===== src/hw/necc_defines.svh =====
// nand ecc upper status block: constants and behaviour summary
// What this block does
// - eight flag nibbles, sectors 8..15, each 256 bytes of bytes 2048..4095
// - all upper sector flags read zero while correction type is whole-page
// - recoverable flag set on a single or multiple sector error, not on a code byte error alone; multi flag tells which
// - code byte flag set when one bit error lies in stored code bytes
// - code byte error marks its position by a one in low 24 bits
// - multi error flag set on several errors, cleared otherwise
// - whole-page single error puts bit offset in bit location field
// - on multiple page errors location fields are meaningless
// - whole-page word location counts 8 or 16 bit words per organisation
// - correction type 01 means one code per 256 bytes, sector flags live
`ifndef NECC_DEFINES_SVH
`define NECC_DEFINES_SVH
`define NECC_AW 8
`define NECC_OFF_SR 8'h00
`define NECC_OFF_LOC 8'h04
`define NECC_OFF_PAR 8'h08
`define NECC_OFF_ISTS 8'h0c
`define NECC_OFF_IMSK 8'h10
`define NECC_MARK_SEL 3'h1
`define NECC_CT_PAGE 2'h0
`define NECC_CT_SECTOR 2'h1
`define NECC_NIB_REC 0
`define NECC_NIB_CODE 1
`define NECC_NIB_MUL 2
`define NECC_NIB_W 4
`define NECC_MARK_W 24
`define NECC_LOC_WORD_LSB 4
`define NECC_EV_SINGLE 0
`define NECC_EV_MULTI 1
`define NECC_EV_CODE 2
`define NECC_EV_PAGE 3
`define NECC_EV_W 4
`define NECC_RESP_OKAY 2'h0
`define NECC_RESP_SLVERR 2'h2
`endif


===== src/hw/necc_pkg.sv =====
// nand ecc upper status block: types
`default_nettype none
package necc_pkg;
  typedef logic [7:0][2:0] necc_sec_flags_t;
  typedef logic [7:0][23:0] necc_marks_t;
  typedef struct packed {
    logic awready;
    logic wready;
    logic aw_held;
    logic w_held;
    logic [7:0] awaddr;
    logic [31:0] wdata;
    logic [3:0] wstrb;
    logic bvalid;
    logic [1:0] bresp;
    logic arready;
    logic rvalid;
    logic [31:0] rdata;
    logic [1:0] rresp;
    necc_sec_flags_t sec;
    necc_marks_t mark;
    logic [3:0] bit_location;
    logic [11:0] word_location;
    logic [15:0] computed_parity;
    logic [3:0] irq_sts;
    logic [3:0] irq_mask;
    logic irq;
  } necc_state_t;
endpackage
`default_nettype wire


===== src/hw/necc_top.sv =====
// nand ecc upper sector status, page location and parity over axi4-lite
`include "necc_defines.svh"
`default_nettype none
module necc_top (
  // clock and reset
  input wire logic aclk,
  input wire logic aresetn,
  // axi4-lite write
  input wire logic [7:0] s_axi_awaddr,
  input wire logic s_axi_awvalid,
  output logic s_axi_awready,
  input wire logic [31:0] s_axi_wdata,
  input wire logic [3:0] s_axi_wstrb,
  input wire logic s_axi_wvalid,
  output logic s_axi_wready,
  output logic [1:0] s_axi_bresp,
  output logic s_axi_bvalid,
  input wire logic s_axi_bready,
  // axi4-lite read
  input wire logic [7:0] s_axi_araddr,
  input wire logic s_axi_arvalid,
  output logic s_axi_arready,
  output logic [31:0] s_axi_rdata,
  output logic [1:0] s_axi_rresp,
  output logic s_axi_rvalid,
  input wire logic s_axi_rready,
  // configuration from mode register
  input wire logic [1:0] correction_type,
  input wire logic bus_16bit,
  // per-sector result from ecc engine
  input wire logic sec_done,
  input wire logic [2:0] sec_index,
  input wire logic sec_single,
  input wire logic sec_multi,
  input wire logic sec_code_byte,
  input wire logic [4:0] sec_code_pos,
  // whole-page result from ecc engine
  input wire logic page_done,
  input wire logic page_is_read,
  input wire logic page_single,
  input wire logic page_multi,
  input wire logic [11:0] page_err_byte,
  input wire logic [2:0] page_err_bit,
  input wire logic [15:0] computed_parity,
  // interrupt
  output logic irq
);

  necc_pkg::necc_state_t r;
  necc_pkg::necc_state_t n;

  function automatic logic [23:0] pos_mark(input logic [4:0] pos);
    // positions past the code width give no mark
    pos_mark = (pos < 5'h18) ? (24'h000001 << pos) : 24'h000000;
  endfunction

  function automatic logic [31:0] status_word(
      input necc_pkg::necc_sec_flags_t f, input logic [1:0] ct);
    logic [31:0] w;
    w = 32'h00000000;
    if (ct == `NECC_CT_SECTOR) begin
      for (int i = 0; i < 8; i++) begin
        w[i*`NECC_NIB_W +: 3] = f[i];
      end
    end
    status_word = w;
  endfunction

  function automatic logic [33:0] read_word(
      input necc_pkg::necc_state_t s, input logic [7:0] a,
      input logic [1:0] ct);
    logic [31:0] d;
    logic ok;
    d = 32'h00000000;
    ok = 1'b1;
    if (a[7:5] == `NECC_MARK_SEL && a[1:0] == 2'h0) begin
      d[23:0] = s.mark[a[4:2]];
    end else begin
      unique case (a)
        `NECC_OFF_SR: d = status_word(s.sec, ct);
        `NECC_OFF_LOC: begin
          d[3:0] = s.bit_location;
          d[`NECC_LOC_WORD_LSB +: 12] = s.word_location;
        end
        `NECC_OFF_PAR: d[15:0] = s.computed_parity;
        `NECC_OFF_ISTS: d[3:0] = s.irq_sts;
        `NECC_OFF_IMSK: d[3:0] = s.irq_mask;
        default: ok = 1'b0;
      endcase
    end
    read_word = {ok, 1'b0, d};
  endfunction

  logic [3:0] ev;
  logic [3:0] clr;
  logic [33:0] rd;
  logic [33:0] wr_rd;
  logic wr_ok;

  always_comb begin
    n = r;
    ev = 4'h0;
    clr = 4'h0;
    rd = 34'h0;
    wr_rd = 34'h0;
    wr_ok = 1'b0;

    // write address and data taken in either order
    if (s_axi_awvalid && r.awready) begin
      n.aw_held = 1'b1;
      n.awaddr = s_axi_awaddr;
      n.awready = 1'b0;
    end
    if (s_axi_wvalid && r.wready) begin
      n.w_held = 1'b1;
      n.wdata = s_axi_wdata;
      n.wstrb = s_axi_wstrb;
      n.wready = 1'b0;
    end
    if (r.aw_held && r.w_held && !r.bvalid) begin
      // read-only registers take writes silently
      wr_rd = read_word(r, r.awaddr, correction_type);
      wr_ok = wr_rd[33];
      if (r.awaddr == `NECC_OFF_ISTS && r.wstrb[0]) begin
        clr = r.wdata[3:0];
      end
      if (r.awaddr == `NECC_OFF_IMSK && r.wstrb[0]) begin
        n.irq_mask = r.wdata[3:0];
      end
      n.aw_held = 1'b0;
      n.w_held = 1'b0;
      n.bvalid = 1'b1;
      n.bresp = wr_ok ? `NECC_RESP_OKAY : `NECC_RESP_SLVERR;
    end
    if (r.bvalid && s_axi_bready) begin
      n.bvalid = 1'b0;
      n.awready = 1'b1;
      n.wready = 1'b1;
    end

    // read: data sampled at the address handshake
    if (s_axi_arvalid && r.arready) begin
      rd = read_word(r, s_axi_araddr, correction_type);
      n.rdata = rd[31:0];
      n.rresp = rd[33] ? `NECC_RESP_OKAY : `NECC_RESP_SLVERR;
      n.rvalid = 1'b1;
      n.arready = 1'b0;
    end
    if (r.rvalid && s_axi_rready) begin
      n.rvalid = 1'b0;
      n.arready = 1'b1;
    end

    // sector result overwrites the whole nibble, so stale flags clear
    if (sec_done && correction_type == `NECC_CT_SECTOR) begin
      n.sec[sec_index][`NECC_NIB_REC] = sec_single | sec_multi;
      n.sec[sec_index][`NECC_NIB_CODE] = sec_code_byte;
      n.sec[sec_index][`NECC_NIB_MUL] = sec_multi;
      if (sec_code_byte) begin
        n.mark[sec_index] = pos_mark(sec_code_pos);
      end
      ev[`NECC_EV_SINGLE] = sec_single & ~sec_multi;
      ev[`NECC_EV_MULTI] = sec_multi;
      ev[`NECC_EV_CODE] = sec_code_byte;
    end

    if (page_done && correction_type == `NECC_CT_PAGE) begin
      if (page_is_read) begin
        // multiple errors leave location fields as they were
        if (page_single && !page_multi) begin
          if (bus_16bit) begin
            n.bit_location = {page_err_byte[0], page_err_bit};
            n.word_location = {1'b0, page_err_byte[11:1]};
          end else begin
            n.bit_location = {1'b0, page_err_bit};
            n.word_location = page_err_byte;
          end
        end
        ev[`NECC_EV_PAGE] = page_single | page_multi;
      end else begin
        n.computed_parity = computed_parity;
      end
    end

    // a new event wins over a clear in the same cycle
    n.irq_sts = (r.irq_sts & ~clr) | ev;
    n.irq = |(n.irq_sts & n.irq_mask);

    if (!aresetn) begin
      n = '0;
      n.awready = 1'b1;
      n.wready = 1'b1;
      n.arready = 1'b1;
    end
  end

  always_ff @(posedge aclk) begin
    r <= n;
  end

  assign s_axi_awready = r.awready;
  assign s_axi_wready = r.wready;
  assign s_axi_bresp = r.bresp;
  assign s_axi_bvalid = r.bvalid;
  assign s_axi_arready = r.arready;
  assign s_axi_rdata = r.rdata;
  assign s_axi_rresp = r.rresp;
  assign s_axi_rvalid = r.rvalid;
  assign irq = r.irq;
endmodule
`default_nettype wire


===== config.mk =====
export PLATFORM = sky130hd
export DESIGN_NAME = necc_top
export DESIGN_NICKNAME = d
export VERILOG_FILES = /design/src/hw/necc_pkg.sv /design/src/hw/necc_top.sv
export VERILOG_INCLUDE_DIRS = /design/src /design/src/hw
export SDC_FILE = /design/constraint.sdc
export NUM_CORES = 1
export LEC_CHECK = 0
export BUFFER_PORTS_ARGS = -buffer_cell sky130_fd_sc_hd__buf_2
export CAP_MARGIN = 20
export CELL_PAD_IN_SITES_DETAIL_PLACEMENT = 0
export CELL_PAD_IN_SITES_GLOBAL_PLACEMENT = 2
export CORE_UTILIZATION = 37
export CTS_CLUSTER_DIAMETER = 40
export CTS_CLUSTER_SIZE = 30
export DETAILED_ROUTE_END_ITERATION = 8
export PLACE_DENSITY_LB_ADDON = 0.15
export SYNTH_ARGS = -nofsm -noshare
export SYNTH_HDL_FRONTEND = slang
export SYNTH_SLANG_ARGS = --single-unit

===== constraint.sdc =====
create_clock -name aclk -period 2.4 [get_ports aclk]
set_input_delay 0.36 -clock aclk [delete_from_list [all_inputs] [get_ports aclk]]
set_output_delay 0.36 -clock aclk [all_outputs]
set_load 0.005 [all_outputs]

==> impl_results.md <==
- Clock Path Buffers: 3
- Root Driver: clkbuf_16
- Final GP Congestion: 0.766
- FF-to-FF setup slack: 0.34 ns
- Synth area leader: dfxtp_1
- Layout cells sized above 1: 20.9%
- Least-Margin Pin Slew: around 0.75 ns
- Net Sw Power: about 0.0032 W
- Placed Instances: 2,061
- CTS buffer count: 54
- Min-delay src: computed_parity[6]
- CTS H-tree lvls: 2
- Reg2reg path depth: 4
- Final TNS setup: 0 ns
- Post-synth EDFFs: 0
- CORE AREA: 37,900 µm²
- Rel. slew slack: 49.3%
- Leakage: 6.28 nW
- Period utilisation layout: 85.7%
- Post-Layout Cell Count: around 2.2k
- Std-Cell Rows: 71
- Reg clk slew, reported paths: 0.05 ns
- Synth warnings: 0
- Unique cell type count in the Yosys netlist: 64
- First-pass GRT wire length: 66,600 µm
- Syn-to-layout area delta: 21.4%
- Final hold vios: 0
- Die Y: 199 µm
- Combinational Power Share: between 5 and 6%
- Min Tclk post-route: roughly 2.1 ns
- Horiz. Die Dim: 199 µm
- Synth Register Bits: approximately 300
- Hold endpoint: r[15]
- Commonest non-fill, non-tap cell in the layout: nand2_1
- DP Wirelength: 27,200 µm
- Crit start category: flip-flop
- Post-Syn Area: 14,300 µm²
- Avg Synthesized Cell Area: 9.35 µm²
- Int Power: 0.0109 W
- Maxcap violations: 0
- # diodes: 0
- Post-Synthesis Cells: about 1.5k
- Fmax: 486 MHz
- Setup Fix Bufs, Post-CTS: 0
- Max-slew violation count: 0
- Clk pwr share: about 58%
- GRT Total Usage: 22.3%
- CTS tree: built
- Clk_lat worst skew: 0.58 ns
- Most frequent cells in the layout: nand2_1 (338), dfxtp_1 (309), a21boi_1 (142)
- # nets final: ~1.7k
- Drt total wl: 43,600 µm
- I/O Pins: 151
- Starting DRT DRC Count: 548
- Max FO, Critical Path: 9
- Sequential-to-total area share from yosys stat: 43.2%
- Critical Path Sink Type: flip-flop
- DR vias/cell: a little over 5
- Layout Skew: between 0.015 and 0.02 ns
- PortBufs: 115
- DRC: 0
- Via count: between 10k and 15k
- Post-synth ARST share: 0%
- Num Clock Sinks: 309
- Critical path arrival: 2.50 ns
- Post-cts sizing count: 0
- Initial Util: 37.8%
- Grt ovf: 0
- Hold Path Depth: 3
- Largest net degree at the start of global routing: 102
- DRT antenna net count: 0
- WS Path Type: reg -> reg
- Worst path required time: 2.84 ns
- Yosys top cell area share: 43.2%
- Switch share: 22.8%
- VDD IR max: 0.638 mV
- Die area: ~40,000 µm²
- CTS hold repair buffers: 3
- Final setup fails: 0
- Synth Flop Type: dfxtp_1
- Worst r2r src: r[339]
- Synth area leaders: dfxtp_1 (43%), nand2_1 (8.9%), mux4_2 (7.5%), a21boi_1 (7.4%), mux2i_1 (7.3%)
- Routed WL per cell: around 20 µm
- DR pass1 iterations: 5
- Outcome: finished clean
- Hold Crit Class: in -> reg
- Number of global-route vias before repair: 11.1k
- Power per standard cell area: 812 nW/µm²
- Initial antenna violation count: 0
- RSZ-0062 raised after global routing: no
- RR Endpoint: irq
- Reg power frac: 37.1%
[metrics by stage]
stage	utilization (%)	instance area, µm²	setup slack (ns)	hold WS, ns	power [W]
floorplan	-	14300	0.401	0.431	0.00579
global placement	40.7	15400	0.195	0.437	0.00607
detailed placement	40.7	15400	0.238	0.443	0.00607
CTS	45.9	17400	0.348	0.00384	0.0143
global route	45.9	17400	0.216	0.0275	0.0146
finish	45.9	17400	0.343	0.0340	0.0141
[layer usage]
metal  up-vias  GRT usage, %  part of all wire, %
met5         -             0                    0
met4         0          7.64                  2.2
met3        65          2.97                  4.3
met2       254          37.6                   47
met1      5341          29.3                   46
li1       5492             -                    -
[layout make-up]
class / instances / area [µm²]
fillers: 3728 / 20500
multi-input cells: 1063 / 7380
flip-flops and latches: 309 / 6190
clock buffers: 67 / 1500
repair buffers: 170 / 1200
well taps: 511 / 639
clock inverters: 34 / 445
inverters: 11 / 41.3
[cell families after synthesis]
family	count (synthesis)	share of synthesized area, %
buffers and inverters	164	5.56
flip-flops	309	43.2
other	1	0.0262
multiplexers	168	16.1
AND/OR/NAND/NOR	608	20.4
AO/OA/AOI/OAI	283	14.7
[worst max-delay path: stages (launching register included)]
cell     delay (ns)
dfxtp_1        0.32
or4_4          0.63
o41ai_2        0.39
a22oi_1        0.15
o41a_1         0.44
[Yosys cell counts (all sizes together), types with 15 or more instances]
cell type,count
nand2,338
dfxtp,309
a21boi,172
mux2i,105
nor2b,96
clkbuf,88
buf,65
mux4,48
nor2,40
nand4,29
nand3,25
a21oi,22
o21ai,22
mux2,15
[worst max-delay path by stage]
stage / from / to / slack (ns) / cells past startpoint
2_1_floorplan: s_axi_araddr[2] / s_axi_rdata[16] / 0.40 / 6
3_3_place_gp: s_axi_araddr[2] / s_axi_rdata[21] / 0.20 / 6
3_5_place_dp: s_axi_araddr[2] / s_axi_rdata[21] / 0.24 / 6
4_1_cts: r[339] / irq / 0.35 / 4
5_1_grt: r[339] / irq / 0.22 / 4
6_report: r[339] / irq / 0.34 / 4
[power groups by stage]
stage | Clock (W) | Combinational (W) | Sequential [W]
final | 0.00817 | 0.000722 | 0.00524
after global routing | 0.00860 | 0.000783 | 0.00524
after floorplan | 0 | 0.000461 | 0.00532
after detailed placement | 0 | 0.000726 | 0.00534
after CTS | 0.00835 | 0.000732 | 0.00524
after global placement | 0 | 0.000723 | 0.00534
[sequential cells by signal, indices dropped and copies added, names as in the netlist]
| name | cells |
|---|---|
| s_axi_arready | 1 |
| r | 271 |
| s_axi_bvalid | 1 |
| s_axi_wready | 1 |
| s_axi_awready | 1 |
| irq | 1 |
| s_axi_rdata | 30 |
| s_axi_rvalid | 1 |
| s_axi_bresp | 1 |
| s_axi_rresp | 1 |
(Power assumes the default switching activity.)
